File: src/hw/sfm_pkg.sv
`default_nettype none
package sfm_pkg;
  // ----------------------------------------
  // fault classes, ordered by severity
  // ----------------------------------------
  typedef enum logic [2:0] {
    CLS_NONE,
    CLS_WARN,
    CLS_NONSAFE,
    CLS_SAFE,
    CLS_PROC
  } sfm_class_t;

  // ----------------------------------------
  // register map (byte addresses)
  // ----------------------------------------
  localparam logic [7:0] ADDR_CTRL   = 8'h00;   // control / config
  localparam logic [7:0] ADDR_STATUS = 8'h04;   // live state
  localparam logic [7:0] ADDR_CLASS  = 8'h08;   // latched fault class

  // ----------------------------------------
  // field positions
  // ----------------------------------------
  localparam int CTRL_EXTACK_EN = 0;            // enable external ack input
  localparam int CTRL_KNOB_ACK  = 1;            // knob confirm strobe (self-clearing)

  localparam int ST_INHIBIT     = 0;
  localparam int ST_BYPASS_OFF  = 1;
  localparam int ST_LOCK        = 2;
  localparam int ST_DISPLAY     = 3;
  localparam int ST_ACKED       = 4;
  localparam int ST_READY_RLY   = 5;

  // ----------------------------------------
  // reset values and timing
  // ----------------------------------------
  localparam logic [31:0] CTRL_RST   = 32'h0000_0000;
  localparam int          CLK_HZ     = 25_000_000;
  localparam int          BLINK_MS   = 250;        // lamp half period
  localparam int          BLINK_CYC  = CLK_HZ / 1000 * BLINK_MS;
  localparam int          ZS_LIMIT   = 3;          // brake timeouts before safety class
  localparam logic [1:0]  RESP_OKAY  = 2'b00;
  localparam logic [1:0]  RESP_SLVERR = 2'b10;
endpackage
`default_nettype wire

File: src/hw/sfm_starter_fault_manager.sv
// The AXI4-Lite register port and the register offsets were left to the implementer.
`default_nettype none
// Operation
// - every fault maps to one of four classes
// - accepted ack clears message, drops ready relay
// - ack ignored while condition still present
// - nonsafe/safe: inhibit, bypass off, blink, show, store
// - nonsafe/safe/processor open status contacts
// - nonsafe/safe set restart lock
// - nonsafe/warning ack: power, enable low, knob
// - external ack only when configured
// - lock lifted by power cycle, enable low
// - safety ack only knob or external input
// - safety lock lifted only after ack
// - warning shows, stores, keeps running
// - processor fault inhibits, lamp steady
// - init failure shows text and stores
// - other processor faults leave display unchanged
// - processor fault cleared only by power cycle
// - any non-processor fault blinks lamp, shows message
// - third brake timeout in row is safety
// - after safety ack timeouts nonsafe again
// - relay mismatch raises safety fault
module sfm_starter_fault_manager #(
  parameter int BLINK_CYC = sfm_pkg::BLINK_CYC    // lamp half period in cycles
) (
  input  wire logic        clk,              // 25 MHz clock
  input  wire logic        srst,             // sync reset, power-on
  input  wire logic        warnFault,        // warning class condition
  input  wire logic        nonSafeFault,     // non-safety class condition
  input  wire logic        procInitFault,    // processor init failure
  input  wire logic        procOtherFault,   // watchdog / other processor error
  input  wire logic        brakeTimeoutFault,// zero speed timeout during braking
  input  wire logic        relayMismatchFault, // relay position mismatch
  input  wire logic        commandEnableInput, // command enable pin
  input  wire logic        externalAckInput,   // external ack pin
  input  wire logic        startRequest,     // request to start motor
  output logic             thyristorInhibit, // power stage inhibit
  output logic             bypassOff,        // bypass relays open
  output logic             readyContact,     // ready contact closed
  output logic             runningContact,   // running contact closed
  output logic             zeroSpeedContact, // zero speed contact closed
  output logic             readyRelayOutput, // ready relay control
  output logic             moduleStatusLamp, // fault lamp drive
  output logic             displayOn,        // message and backlight on
  output logic             storeStrobe,      // store record pulse
  output logic [2:0]       storeClass,       // class of stored record
  output logic             motorStart,       // start granted
  input  wire logic [7:0]  s_axi_awaddr,     // write address
  input  wire logic        s_axi_awvalid,    // write address valid
  output logic             s_axi_awready,    // write address ready
  input  wire logic [31:0] s_axi_wdata,      // write data
  input  wire logic [3:0]  s_axi_wstrb,      // write strobes
  input  wire logic        s_axi_wvalid,     // write data valid
  output logic             s_axi_wready,     // write data ready
  output logic [1:0]       s_axi_bresp,      // write response
  output logic             s_axi_bvalid,     // write response valid
  input  wire logic        s_axi_bready,     // write response ready
  input  wire logic [7:0]  s_axi_araddr,     // read address
  input  wire logic        s_axi_arvalid,    // read address valid
  output logic             s_axi_arready,    // read address ready
  output logic [31:0]      s_axi_rdata,      // read data
  output logic [1:0]       s_axi_rresp,      // read response
  output logic             s_axi_rvalid,     // read data valid
  input  wire logic        s_axi_rready      // read data ready
);

  // ----------------------------------------
  // pin synchronisers
  // ----------------------------------------
  logic [2:0] enSync_r;                      // enable pin chain
  logic [2:0] ackSync_r;                     // ack pin chain
  logic       enState_r, enState_nxt;        // debounced enable level
  logic       ackState_r, ackState_nxt;      // debounced ack level

  // change counts once stages two and three agree
  always_comb begin
    enState_nxt  = (enSync_r[1] == enSync_r[2]) ? enSync_r[2] : enState_r;
    ackState_nxt = (ackSync_r[1] == ackSync_r[2]) ? ackSync_r[2] : ackState_r;
  end

  always_ff @(posedge clk) begin
    if (srst) begin
      enSync_r   <= 3'h0;
      ackSync_r  <= 3'h0;
      enState_r  <= 1'b0;
      ackState_r <= 1'b0;
    end else begin
      enSync_r   <= {enSync_r[1:0], commandEnableInput};
      ackSync_r  <= {ackSync_r[1:0], externalAckInput};
      enState_r  <= enState_nxt;
      ackState_r <= ackState_nxt;
    end
  end

  // ----------------------------------------
  // registers and bus
  // ----------------------------------------
  logic        extAckEn_r, extAckEn_nxt;     // external ack enabled
  logic        knobAck_r, knobAck_nxt;       // knob confirm pulse
  logic        awHeld_r, awHeld_nxt;         // address taken
  logic        wHeld_r, wHeld_nxt;           // data taken
  logic [7:0]  awAddr_r, awAddr_nxt;
  logic [31:0] wData_r, wData_nxt;
  logic [3:0]  wStrb_r, wStrb_nxt;
  logic        bValid_r, bValid_nxt;
  logic [1:0]  bResp_r, bResp_nxt;
  logic        rValid_r, rValid_nxt;
  logic [1:0]  rResp_r, rResp_nxt;
  logic [31:0] rData_r, rData_nxt;
  logic [31:0] statusWord;                   // live status view

  // ----------------------------------------
  // fault state
  // ----------------------------------------
  sfm_pkg::sfm_class_t cls_r, cls_nxt;       // latched class
  logic        acked_r, acked_nxt;           // safety fault acknowledged
  logic        lock_r, lock_nxt;             // restart lock
  logic        disp_r, disp_nxt;             // display message on
  logic [1:0]  zsCount_r, zsCount_nxt;       // brake timeout run
  logic        zsPrev_r;                     // timeout edge detect
  logic        enPrev_r, ackPrev_r;          // pin edge detect
  logic        store_r, store_nxt;
  logic [2:0]  storeCls_r, storeCls_nxt;
  logic [31:0] blinkCnt_r, blinkCnt_nxt;
  logic        blink_r, blink_nxt;
  logic        start_r, start_nxt;
  logic        readyRly_r, readyRly_nxt;
  sfm_pkg::sfm_class_t newCls;
  logic        condPresent, enFall, extAck, anyAck, powerAck;
  logic        zsEdge, zsSafe;

  // new fault class and acknowledge sources
  always_comb begin
    zsEdge = brakeTimeoutFault && !zsPrev_r;
    zsSafe = zsEdge && (zsCount_r == 2'(sfm_pkg::ZS_LIMIT - 1));
    enFall = enPrev_r && !enState_r;
    extAck = extAckEn_r && ackState_r && !ackPrev_r;
    powerAck = 1'b0;                          // power cycle acts through srst
    // severity priority
    if (procInitFault || procOtherFault)                       newCls = sfm_pkg::CLS_PROC;
    else if (relayMismatchFault || zsSafe)                     newCls = sfm_pkg::CLS_SAFE;
    else if (nonSafeFault || zsEdge)                           newCls = sfm_pkg::CLS_NONSAFE;
    else if (warnFault)                                        newCls = sfm_pkg::CLS_WARN;
    else                                                       newCls = sfm_pkg::CLS_NONE;
    condPresent = warnFault || nonSafeFault || relayMismatchFault || brakeTimeoutFault;
    case (cls_r)
      sfm_pkg::CLS_WARN, sfm_pkg::CLS_NONSAFE: anyAck = enFall || knobAck_r || extAck || powerAck;
      sfm_pkg::CLS_SAFE:                       anyAck = knobAck_r || extAck;
      default:                                 anyAck = 1'b0;
    endcase
    anyAck = anyAck && !condPresent;
  end

  // class latch, acknowledgement and restart lock
  always_comb begin
    cls_nxt      = cls_r;
    acked_nxt    = acked_r;
    lock_nxt     = lock_r;
    disp_nxt     = disp_r;
    zsCount_nxt  = zsCount_r;
    store_nxt    = 1'b0;
    storeCls_nxt = storeCls_r;
    readyRly_nxt = readyRly_r;
    // lock release on enable falling edge; safety needs prior ack
    // evaluated first so a fault latched in the same cycle keeps its lock
    if (enFall && lock_r && cls_r != sfm_pkg::CLS_SAFE && cls_r != sfm_pkg::CLS_PROC) begin
      lock_nxt  = 1'b0;
      acked_nxt = 1'b0;
    end
    if (zsEdge && !zsSafe) begin
      zsCount_nxt = zsCount_r + 2'h1;
    end
    if (newCls > cls_r && !(cls_r == sfm_pkg::CLS_SAFE && acked_r == 1'b0 && newCls < cls_r)) begin
      cls_nxt      = newCls;
      acked_nxt    = 1'b0;
      store_nxt    = !(newCls == sfm_pkg::CLS_PROC && !procInitFault);
      storeCls_nxt = 3'(newCls);
      readyRly_nxt = 1'b1;
      if (newCls != sfm_pkg::CLS_PROC || procInitFault) begin
        disp_nxt = 1'b1;
      end
      if (newCls == sfm_pkg::CLS_NONSAFE || newCls == sfm_pkg::CLS_SAFE) begin
        lock_nxt = 1'b1;
      end
    end else if (anyAck) begin
      if (cls_r == sfm_pkg::CLS_SAFE) begin
        acked_nxt   = 1'b1;
        zsCount_nxt = 2'h0;
      end
      cls_nxt      = sfm_pkg::CLS_NONE;
      disp_nxt     = 1'b0;
      readyRly_nxt = 1'b0;
    end
  end

  // lamp blink divider and start gating
  always_comb begin
    blinkCnt_nxt = blinkCnt_r + 32'h1;
    blink_nxt    = blink_r;
    if (blinkCnt_r >= 32'(BLINK_CYC - 1)) begin
      blinkCnt_nxt = 32'h0;
      blink_nxt    = !blink_r;
    end
    start_nxt = startRequest && !lock_r && cls_r != sfm_pkg::CLS_PROC;
  end

  always_ff @(posedge clk) begin
    if (srst) begin
      cls_r      <= sfm_pkg::CLS_NONE;
      acked_r    <= 1'b0;
      lock_r     <= 1'b0;
      disp_r     <= 1'b0;
      zsCount_r  <= 2'h0;
      zsPrev_r   <= 1'b0;
      enPrev_r   <= 1'b0;
      ackPrev_r  <= 1'b0;
      store_r    <= 1'b0;
      storeCls_r <= 3'h0;
      blinkCnt_r <= 32'h0;
      blink_r    <= 1'b0;
      start_r    <= 1'b0;
      readyRly_r <= 1'b0;
    end else begin
      cls_r      <= cls_nxt;
      acked_r    <= acked_nxt;
      lock_r     <= lock_nxt;
      disp_r     <= disp_nxt;
      zsCount_r  <= zsCount_nxt;
      zsPrev_r   <= brakeTimeoutFault;
      enPrev_r   <= enState_r;
      ackPrev_r  <= ackState_r;
      store_r    <= store_nxt;
      storeCls_r <= storeCls_nxt;
      blinkCnt_r <= blinkCnt_nxt;
      blink_r    <= blink_nxt;
      start_r    <= start_nxt;
      readyRly_r <= readyRly_nxt;
    end
  end

  // ----------------------------------------
  // class driven outputs
  // ----------------------------------------
  logic stopCls;                              // class that stops the drive
  always_comb begin
    stopCls = cls_r == sfm_pkg::CLS_NONSAFE || cls_r == sfm_pkg::CLS_SAFE || cls_r == sfm_pkg::CLS_PROC;
  end

  always_ff @(posedge clk) begin
    if (srst) begin
      thyristorInhibit <= 1'b0;
      bypassOff        <= 1'b0;
      readyContact     <= 1'b0;
      runningContact   <= 1'b0;
      zeroSpeedContact <= 1'b0;
      moduleStatusLamp <= 1'b0;
    end else begin
      thyristorInhibit <= stopCls;
      bypassOff        <= stopCls;
      readyContact     <= !stopCls;
      runningContact   <= !stopCls && start_r;
      zeroSpeedContact <= !stopCls && !start_r;
      moduleStatusLamp <= (cls_r == sfm_pkg::CLS_PROC) ? 1'b1 :
                          (cls_r != sfm_pkg::CLS_NONE) ? blink_r : 1'b0;
    end
  end

  assign readyRelayOutput = readyRly_r;
  assign displayOn        = disp_r;
  assign storeStrobe      = store_r;
  assign storeClass       = storeCls_r;
  assign motorStart       = start_r;

  // ----------------------------------------
  // axi4-lite slave
  // ----------------------------------------
  always_comb begin
    statusWord = 32'h0;
    statusWord[sfm_pkg::ST_INHIBIT]    = thyristorInhibit;
    statusWord[sfm_pkg::ST_BYPASS_OFF] = bypassOff;
    statusWord[sfm_pkg::ST_LOCK]       = lock_r;
    statusWord[sfm_pkg::ST_DISPLAY]    = disp_r;
    statusWord[sfm_pkg::ST_ACKED]      = acked_r;
    statusWord[sfm_pkg::ST_READY_RLY]  = readyRly_r;
    awHeld_nxt  = awHeld_r;
    wHeld_nxt   = wHeld_r;
    awAddr_nxt  = awAddr_r;
    wData_nxt   = wData_r;
    wStrb_nxt   = wStrb_r;
    bValid_nxt  = bValid_r;
    bResp_nxt   = bResp_r;
    extAckEn_nxt = extAckEn_r;
    knobAck_nxt = 1'b0;
    if (s_axi_awvalid && !awHeld_r && !bValid_r) begin
      awHeld_nxt = 1'b1;
      awAddr_nxt = s_axi_awaddr;
    end
    if (s_axi_wvalid && !wHeld_r && !bValid_r) begin
      wHeld_nxt = 1'b1;
      wData_nxt = s_axi_wdata;
      wStrb_nxt = s_axi_wstrb;
    end
    if (awHeld_r && wHeld_r) begin
      awHeld_nxt = 1'b0;
      wHeld_nxt  = 1'b0;
      bValid_nxt = 1'b1;
      bResp_nxt  = sfm_pkg::RESP_OKAY;
      if (awAddr_r == sfm_pkg::ADDR_CTRL) begin
        if (wStrb_r[0]) begin
          extAckEn_nxt = wData_r[sfm_pkg::CTRL_EXTACK_EN];
          knobAck_nxt  = wData_r[sfm_pkg::CTRL_KNOB_ACK];
        end
      end else if (awAddr_r != sfm_pkg::ADDR_STATUS && awAddr_r != sfm_pkg::ADDR_CLASS) begin
        bResp_nxt = sfm_pkg::RESP_SLVERR;
      end
    end else if (bValid_r && s_axi_bready) begin
      bValid_nxt = 1'b0;
    end
    rValid_nxt = rValid_r;
    rData_nxt  = rData_r;
    rResp_nxt  = rResp_r;
    if (s_axi_arvalid && !rValid_r) begin
      rValid_nxt = 1'b1;
      rResp_nxt  = sfm_pkg::RESP_OKAY;
      case (s_axi_araddr)
        sfm_pkg::ADDR_CTRL:   rData_nxt = {31'h0, extAckEn_r};
        sfm_pkg::ADDR_STATUS: rData_nxt = statusWord;
        sfm_pkg::ADDR_CLASS:  rData_nxt = {29'h0, 3'(cls_r)};
        default: begin
          rData_nxt = 32'h0;
          rResp_nxt = sfm_pkg::RESP_SLVERR;
        end
      endcase
    end else if (rValid_r && s_axi_rready) begin
      rValid_nxt = 1'b0;
    end
  end

  always_ff @(posedge clk) begin
    if (srst) begin
      awHeld_r   <= 1'b0;
      wHeld_r    <= 1'b0;
      awAddr_r   <= 8'h00;
      wData_r    <= 32'h0;
      wStrb_r    <= 4'h0;
      bValid_r   <= 1'b0;
      bResp_r    <= 2'h0;
      rValid_r   <= 1'b0;
      rResp_r    <= 2'h0;
      rData_r    <= 32'h0;
      extAckEn_r <= sfm_pkg::CTRL_RST[sfm_pkg::CTRL_EXTACK_EN];
      knobAck_r  <= 1'b0;
    end else begin
      awHeld_r   <= awHeld_nxt;
      wHeld_r    <= wHeld_nxt;
      awAddr_r   <= awAddr_nxt;
      wData_r    <= wData_nxt;
      wStrb_r    <= wStrb_nxt;
      bValid_r   <= bValid_nxt;
      bResp_r    <= bResp_nxt;
      rValid_r   <= rValid_nxt;
      rResp_r    <= rResp_nxt;
      rData_r    <= rData_nxt;
      extAckEn_r <= extAckEn_nxt;
      knobAck_r  <= knobAck_nxt;
    end
  end

  assign s_axi_awready = s_axi_awvalid && !awHeld_r && !bValid_r;
  assign s_axi_wready  = s_axi_wvalid && !wHeld_r && !bValid_r;
  assign s_axi_bvalid  = bValid_r;
  assign s_axi_bresp   = bResp_r;
  assign s_axi_arready = s_axi_arvalid && !rValid_r;
  assign s_axi_rvalid  = rValid_r;
  assign s_axi_rdata   = rData_r;
  assign s_axi_rresp   = rResp_r;
endmodule
`default_nettype wire

File: config.mk
export PLATFORM = sky130hd
export DESIGN_NAME = sfm_starter_fault_manager
export DESIGN_NICKNAME = d
export VERILOG_FILES = /design/src/hw/sfm_pkg.sv /design/src/hw/sfm_starter_fault_manager.sv
export SDC_FILE = /design/constraint.sdc
export NUM_CORES = 1
export LEC_CHECK = 0
export ABC_AREA = 1
export BUFFER_PORTS_ARGS = -buffer_cell sky130_fd_sc_hd__clkbuf_2
export CAP_MARGIN = 10
export CORE_UTILIZATION = 57
export CTS_BUF_LIST = sky130_fd_sc_hd__clkbuf_8
export DETAILED_ROUTE_END_ITERATION = 7
export PLACE_DENSITY = 0.94
export SYNTH_ARGS = -nofsm -noshare
export SYNTH_HDL_FRONTEND = slang
export SYNTH_SLANG_ARGS = --single-unit
File: constraint.sdc
create_clock -name clk -period 3 [get_ports clk]
set_input_delay 0.15 -clock clk [delete_from_list [all_inputs] [get_ports clk]]
set_output_delay 0.15 -clock clk [all_outputs]
set_load 0.05 [all_outputs]
==> run summary, run 1 <==
status: finished, violations left
failing checks: DRC
routed len/inst: 11.8 microns
most common cell after layout, fill and taps aside: nor2_1
Initial Util: 59.6%
CTS resizes: 0
crit path max fanout: 9
skew final: 0.00921 ns
Peak VDD IR: 0.468 mV
fin. max-slew vios: 0
Post-CTS Setup Bufs: 0
fillers: 506
routability cong.: 0.875
Synth area leaders: dfxtp_1 (46%), nor2_1 (10%), nand2_1 (7.5%)
Critical Path AT: 2.21 ns
Synth area leader: dfxtp_1
Most used DFF post-synth: dfxtp_1
startpoint types: flip-flop
worst-margin pin slew: 0.649 ns
Post-DP HPWL: 5660 microns
Final Critical Period: 1.98 ns
First-pass DRT Iterations: 7
cell leakage power: 1.91 nW
placed insts: 645
RSZ-0062 raised after global routing: false
Routed WL: 7780 microns
CP top delay family: simple AND/OR/NAND/NOR gates
Setup TNS: 0 ns
clk root buf: clkbuf_8
crit-path cells: inv_1, ha_1, inv_1, o211ai_1, nand2_1, ha_1, nand3_1, nand2_1, nand3_1, nor2_1, nor3_1
Final period util: 66.0%
ant diodes: 0
Post-Synthesis Cells: 508
Vias/cell: 4.98
count of state elements after synthesis: 88
PortBufs: 60
Max stage delay cell, worst path: dfxtp_1
clock buffer depth: 2
initial antenna violation count: 0
total CTS buffers: 9
most frequent cells in the layout: nor2_1 (102), dfxtp_1 (88), nand2_1 (77), inv_1 (63), clkbuf_2 (60)
Pwr Total: 2.53 mW
die area: 7050 sq um
Antenna Nets Post-Route: 0
fin cells: 662
Total GRT Usage: 23.1%
Mapped Area: 3830 sq um
Rel. slew slack: 56.7%
critical path class: flip-flop to flip-flop
via count of the first global-routing pass: 3,114
Worst Setup SP: zsCount_r[0]$_SDFF_PP0_
HP Class: input pin to flip-flop
Fmax: 505 MHz
GRT overflow: 0
Die Span X: 84.0 microns
CP max stage delay: 0.33 ns
pin count of the biggest net entering global routing: 31
global-route wire length before repair: 13,100 microns
share of the synthesized area in the top cell type: 46.0%
post-synthesis async set-or-reset flop share: 0%
Synthesis Warnings: 0
EDFF count, synth: 0
Buf/Inv on CP: 2
via count: 3,294
Power per Cell Area: 586 nW/um^2
number of DRC markers in iteration 0: 206
Multi-input gate area: 1700 sq um
Area Growth Syn to Fin: 12.7%
mean post-synth cell area: 7.54 sq um
Final Hold Viols: 0
core area: 6420 sq um
register area: 1760 sq um
CP endpoint kind: flip-flop
max cap viols: 0
share of cells above drive strength 1: 15.9%
Hold Startpoint: s_axi_wdata[1]
NumNets Final: 654
sequential cell area fraction in the yosys report: 46.0%
CTS tree: built
clk_lat worst skew: 0.36 ns
I/O Pins: 122
Synth cell types: 29
clock transition at the registers of the reported paths: 0.09 ns
reg2reg start: zsCount_r[0]$_SDFF_PP0_
Clock Sinks: 88
# H-tree levels: 3
WP data required: 3.23 ns
# setup viols final: 0
Chip Height: 84.0 microns
Rows: 29
# DRC: 10
[synthesized netlist by cell type, types with 4 or more instances]
master	n
o21ai_0	18
ha_1	5
nand2_1	77
xor2_1	10
xnor2_1	6
dfxtp_1	88
a21oi_1	31
nor2_1	102
nor3_1	8
nand3_1	31
nor2_2	6
inv_1	63
nand4_1	7
buf_4	29
nor3_2	4
clkbuf_1	5
[repair_timing]
action / 4_1_cts / 5_1_grt
hold buffers: 2 / 0
setup endpoints to repair: 0 / 0
hold endpoints to repair: 2 / 0
[through the flow]
stage	hold slack [ns]	setup slack, ns	util (%)	area (sq um)
after floorplan	0.233	1.19	-	3960
after global placement	0.342	1.07	63.9	4100
after detailed placement	0.350	1.03	63.9	4100
after CTS	0.00473	1.01	67.2	4320
after global routing	0.0168	0.743	67.2	4320
final	0.0148	1.02	67.2	4320
[area by class of cell]
type / count / area share [%]
repair buffers: 62 / 7.42
clock buffers: 9 / 2.87
well taps: 77 / 2.23
clock inverters: 6 / 1.62
inverters: 64 / 5.57
multi-input cells: 356 / 39.5
flip-flops and latches: 88 / 40.8
[worst paths after layout]
path,to,slack (ns),cells past startpoint
max reg2reg,zsCount_r[1]$_SDFF_PP0_,1.02,11
min,wData_r[1]$_SDFFE_PP0P_,0.01,3
min reg2reg,ackSync_r[1]$_SDFF_PP0_,0.40,2
max,zsCount_r[1]$_SDFF_PP0_,1.02,11
[logic make-up after synthesis]
family | count (synthesis) | share of synthesized area (%)
AO/OA/AOI/OAI | 54 | 7.42
XOR/XNOR | 16 | 3.66
adder cells (fa/ha/maj) | 5 | 1.63
buffers and inverters | 100 | 13.0
flip-flops | 88 | 46.0
multiplexers | 1 | 0.261
other | 1 | 0.0979
AND/OR/NAND/NOR | 243 | 27.9
[registers in the layout, indices dropped and copies added (netlist names), 2 cells and up]
signal and cells:
storeClass 3, enSync_r 3, s_axi_rdata 6, ackSync_r 3, zsCount_r 2, cls_r 3, blinkCnt_r 32, wData_r 2
awAddr_r 8
[where the power goes]
part	switching [mW]	leakage [nW]	internal, mW
logic	0.346	1.10	0.0960
clock network	0.429	0.0879	0.384
registers	0.0397	0.721	1.23
total	0.815	1.91	1.71
[worst reg2reg max path: stages (launching register included)]
cell	delay (ns)
dfxtp_1	0.33
inv_1	0.05
ha_1	0.14
inv_1	0.05
o211ai_1	0.21
nand2_1	0.08
ha_1	0.28
nand3_1	0.06
nand2_1	0.24
nand3_1	0.16
nor2_1	0.19
nor3_1	0.06
[layer usage]
| layer | vias to the layer above | part of all wire, % | global-route usage, % | routed length (microns) |
|---|---|---|---|---|
| li1 | 1672 | - | - | - |
| met1 | 1505 | 43 | 25.7 | 3320 |
| met2 | 95 | 50 | 40.0 | 3860 |
| met3 | 22 | 4.8 | 6.73 | 374 |
| met4 | 0 | 3.0 | 11.9 | 230 |
| met5 | - | 0 | 0 | 0 |
Power figures use the tool's default switching activity.
==> run 2: changes to the inputs <==
--- a/config.mk
+++ b/config.mk
@@ -5,13 +5,13 @@
 export SDC_FILE = /design/constraint.sdc
 export NUM_CORES = 1
 export LEC_CHECK = 0
-export ABC_AREA = 1
+export ABC_AREA = 0
 export BUFFER_PORTS_ARGS = -buffer_cell sky130_fd_sc_hd__clkbuf_2
 export CAP_MARGIN = 10
-export CORE_UTILIZATION = 57
+export CORE_UTILIZATION = 47
 export CTS_BUF_LIST = sky130_fd_sc_hd__clkbuf_8
 export DETAILED_ROUTE_END_ITERATION = 7
-export PLACE_DENSITY = 0.94
+export PLACE_DENSITY = 0.84
 export SYNTH_ARGS = -nofsm -noshare
 export SYNTH_HDL_FRONTEND = slang
 export SYNTH_SLANG_ARGS = --single-unit
==> constraint.sdc (replaced) <==
create_clock -name clk -period 1.6 [get_ports clk]
set_input_delay 0.08 -clock clk [delete_from_list [all_inputs] [get_ports clk]]
set_output_delay 0.08 -clock clk [all_outputs]
set_load 0.05 [all_outputs]
==> run 2 against run 1 <==
Compared with the run above: the flow finishes with violations (setup timing); flip-flop and latch count did not move; die area rose by 14%; setup slack got worse by 1.3 ns; critical path depth fell by 1; clock-buffer cell count did not move; hold slack improved by 0.0038 ns; critical path type unchanged; largest cell class is now multi-input gates; highest routed layer unchanged.
==> run summary, run 2 <==
status: finished, violations left
failing checks: setup timing
via count: 3,036 (-7.8%)
clk_lat worst skew: 0.36 ns (about the same)
reg2reg start: zsCount_r[0]$_SDFF_PP0_
Final Core Density: 66.7% (-0.49 points)
Critical Path AT: 2.14 ns (-0.07 ns)
clock transition at the registers of the reported paths: 0.09 ns (about the same)
Die Span X: 89.7 microns (+6.8%)
Mapped Area: 3610 sq um (-5.7%)
GRT overflow: 0 (unchanged)
mean post-synth cell area: 9.38 sq um (+24%)
WP data required: 1.86 ns (-1.37 ns)
sequential cell area fraction in the yosys report: 48.8% (+2.8 points)
core area: 7330 sq um (+14%)
initial antenna violation count: 0 (unchanged)
critical path class: flip-flop to flip-flop
Initial Util: 49.3% (-10 points)
routed len/inst: 13.0 microns (+10%)
routability cong.: 0.824 (-5.9%)
CP endpoint kind: flip-flop
Routed WL: 8050 microns (+3.5%)
Fmax: 530 MHz (+5.0%)
most common cell after layout, fill and taps aside: dfxtp_1
NumNets Final: 590 (-9.8%)
Synth area leaders: dfxtp_1 (49%), nor2_1 (6.1%), buf_4 (6.0%)
most frequent cells in the layout: dfxtp_1 (81), clkbuf_2 (58), nor2_1 (57), buf_4 (45), conb_1 (37)
Chip Height: 89.7 microns (+6.8%)
Setup TNS: -2.94 ns (-2.94 ns)
Largest register FFs: 32 (unchanged)
fin. max-slew vios: 0 (unchanged)
# DRC: 0 (-10)
Rows: 31 (+6.9%)
Final Hold Viols: 0 (unchanged)
cell leakage power: 2.09 nW (+9.2%)
min setup slack post-route: -0.285 ns (-1.31 ns)
I/O Pins: 122 (unchanged)
Hold Startpoint: s_axi_awaddr[5]
crit path max fanout: 7 (-2)
CTS tree: built
Final Critical Period: 1.89 ns (-0.0942 ns)
startpoint types: flip-flop
Final period util: 118% (+52 points)
Total GRT Usage: 20.7% (-2.4 points)
Most used DFF post-synth: dfxtp_1
largest register by flop count: blinkCnt_r
global-route wire length before repair: 12,500 microns (-4.8%)
ant diodes: 0 (unchanged)
clock buffer depth: 2 (unchanged)
Clock Sinks: 88 (unchanged)
Post-DP HPWL: 5350 microns (-5.4%)
Peak VDD IR: 0.648 mV (+38%)
RSZ-0062 raised after global routing: true
post-synthesis async set-or-reset flop share: 0% (unchanged)
PortBufs: 60 (unchanged)
Power per Cell Area: 1100 nW/um^2 (+87%)
HP Class: input pin to flip-flop
commonest cells in the synthesized netlist: dfxtp_1 (88), nor2_1 (59), buf_4 (29)
clk root buf: clkbuf_8
share of the synthesized area in the top cell type: 48.8% (+2.8 points)
total CTS buffers: 9 (unchanged)
Vias/cell: 4.89 (-1.7%)
Synthesis Warnings: 0 (unchanged)
Area Growth Syn to Fin: 35.4%
share of cells above drive strength 1: 33.0% (+17 points)
most common cell in the netlist: dfxtp_1
skew final: 0.00617 ns (-0.00304 ns)
Worst Setup SP: zsCount_r[0]$_SDFF_PP0_
First-pass DRT Iterations: 4 (-3)
Antenna Nets Post-Route: 0 (unchanged)
die area: 8040 sq um (+14%)
pin count of the biggest net entering global routing: 52 (+68%)
# setup viols final: 13 (+13)
EDFF count, synth: 0 (unchanged)
Post-Synthesis Cells: 385 (-24%)
Synth cell types: 49 (+69%)
number of DRC markers in iteration 0: 116 (-44%)
count of state elements after synthesis: 88 (unchanged)
via count of the first global-routing pass: 2,788 (-10%)
Synth area leader: dfxtp_1
# H-tree levels: 3 (unchanged)
max cap viols: 0 (unchanged)
[run 2: routing by layer]
| metal | vias to the layer above | track usage [%] | part of all wire [%] |
|---|---|---|---|
| li1 | 1505 | - | - |
| met1 | 1408 | 22.9 | 41 |
| met2 | 105 | 36.6 | 51 |
| met3 | 18 | 7.50 | 5.0 |
| met4 | 0 | 7.22 | 2.2 |
| met5 | - | 0 | 0 |
[run 2: cells by family after synthesis]
logic type      after synthesis  synth area share [%]
flops                        88                  48.8
buf+inv                      48                  8.31
simple gates                161                  23.3
mux                          13                  3.60
xor+xnor                     22                  5.33
other cells                   1                 0.104
fa+ha+maj                     5                  1.73
compound gates               47                  8.87
[run 2: final cells by class]
| type | count | area [sq um] |
|---|---|---|
| Clock buffer | 9 | 124 |
| Inverter | 8 | 33.8 |
| Fill cell | 560 | 2440 |
| Tap cell | 99 | 124 |
| Sequential cell | 88 | 1780 |
| Clock inverter | 7 | 103 |
| Timing Repair Buffer | 125 | 887 |
| Multi-Input combinational cell | 285 | 1840 |
[run 2: stage by stage]
stage	setup WS [ns]	cell area, sq um	power [mW]	instances	hold slack (ns)
2_1_floorplan	-0.207	3830	3.25	421	0.208
3_3_place_gp	-0.234	4290	3.46	576	0.294
3_5_place_dp	-0.363	4290	3.50	576	0.297
4_1_cts	-0.298	4760	5.34	612	0.0144
5_1_grt	-0.385	4890	5.61	621	0.0258
6_report	-0.285	4890	5.37	621	0.0186
[run 2: worst paths after layout]
path	end	cells past startpoint	slack, ns
worst min register to register	s_axi_rdata[1]$_SDFFE_PP0P_	2	0.46
worst min-delay path	awAddr_r[5]$_SDFFE_PP0P_	3	0.02
worst max register to register	zsCount_r[1]$_SDFF_PP0_	10	-0.29
worst max-delay path	zsCount_r[1]$_SDFF_PP0_	10	-0.29
[run 2: worst max-delay path: stages, from the launching register on]
cell       delay, ns
dfxtp_2         0.35
inv_2           0.04
ha_4            0.15
nor2_4          0.09
a21oi_2         0.05
o21ai_1         0.14
ha_2            0.31
a32oi_4         0.24
buf_12          0.15
nor3_4          0.04
a2111oi_2       0.21
[run 2: where the power goes]
part           switching (mW)  internal (mW)  total [mW]
clock network           0.829          0.898        1.73
logic                   0.779          0.451        1.23
registers              0.0958           2.32        2.41
total                    1.70           3.66        5.37
[run 2: repair_timing]
action                                  CTS  global route
endpoints found under the setup margin   13            38
endpoints found under the hold margin    14             0
buffers inserted                          4             8
hold buffers                             16             0
pin swaps                                 7            17
gates cloned                              0             1
gates resized for setup                  11            21
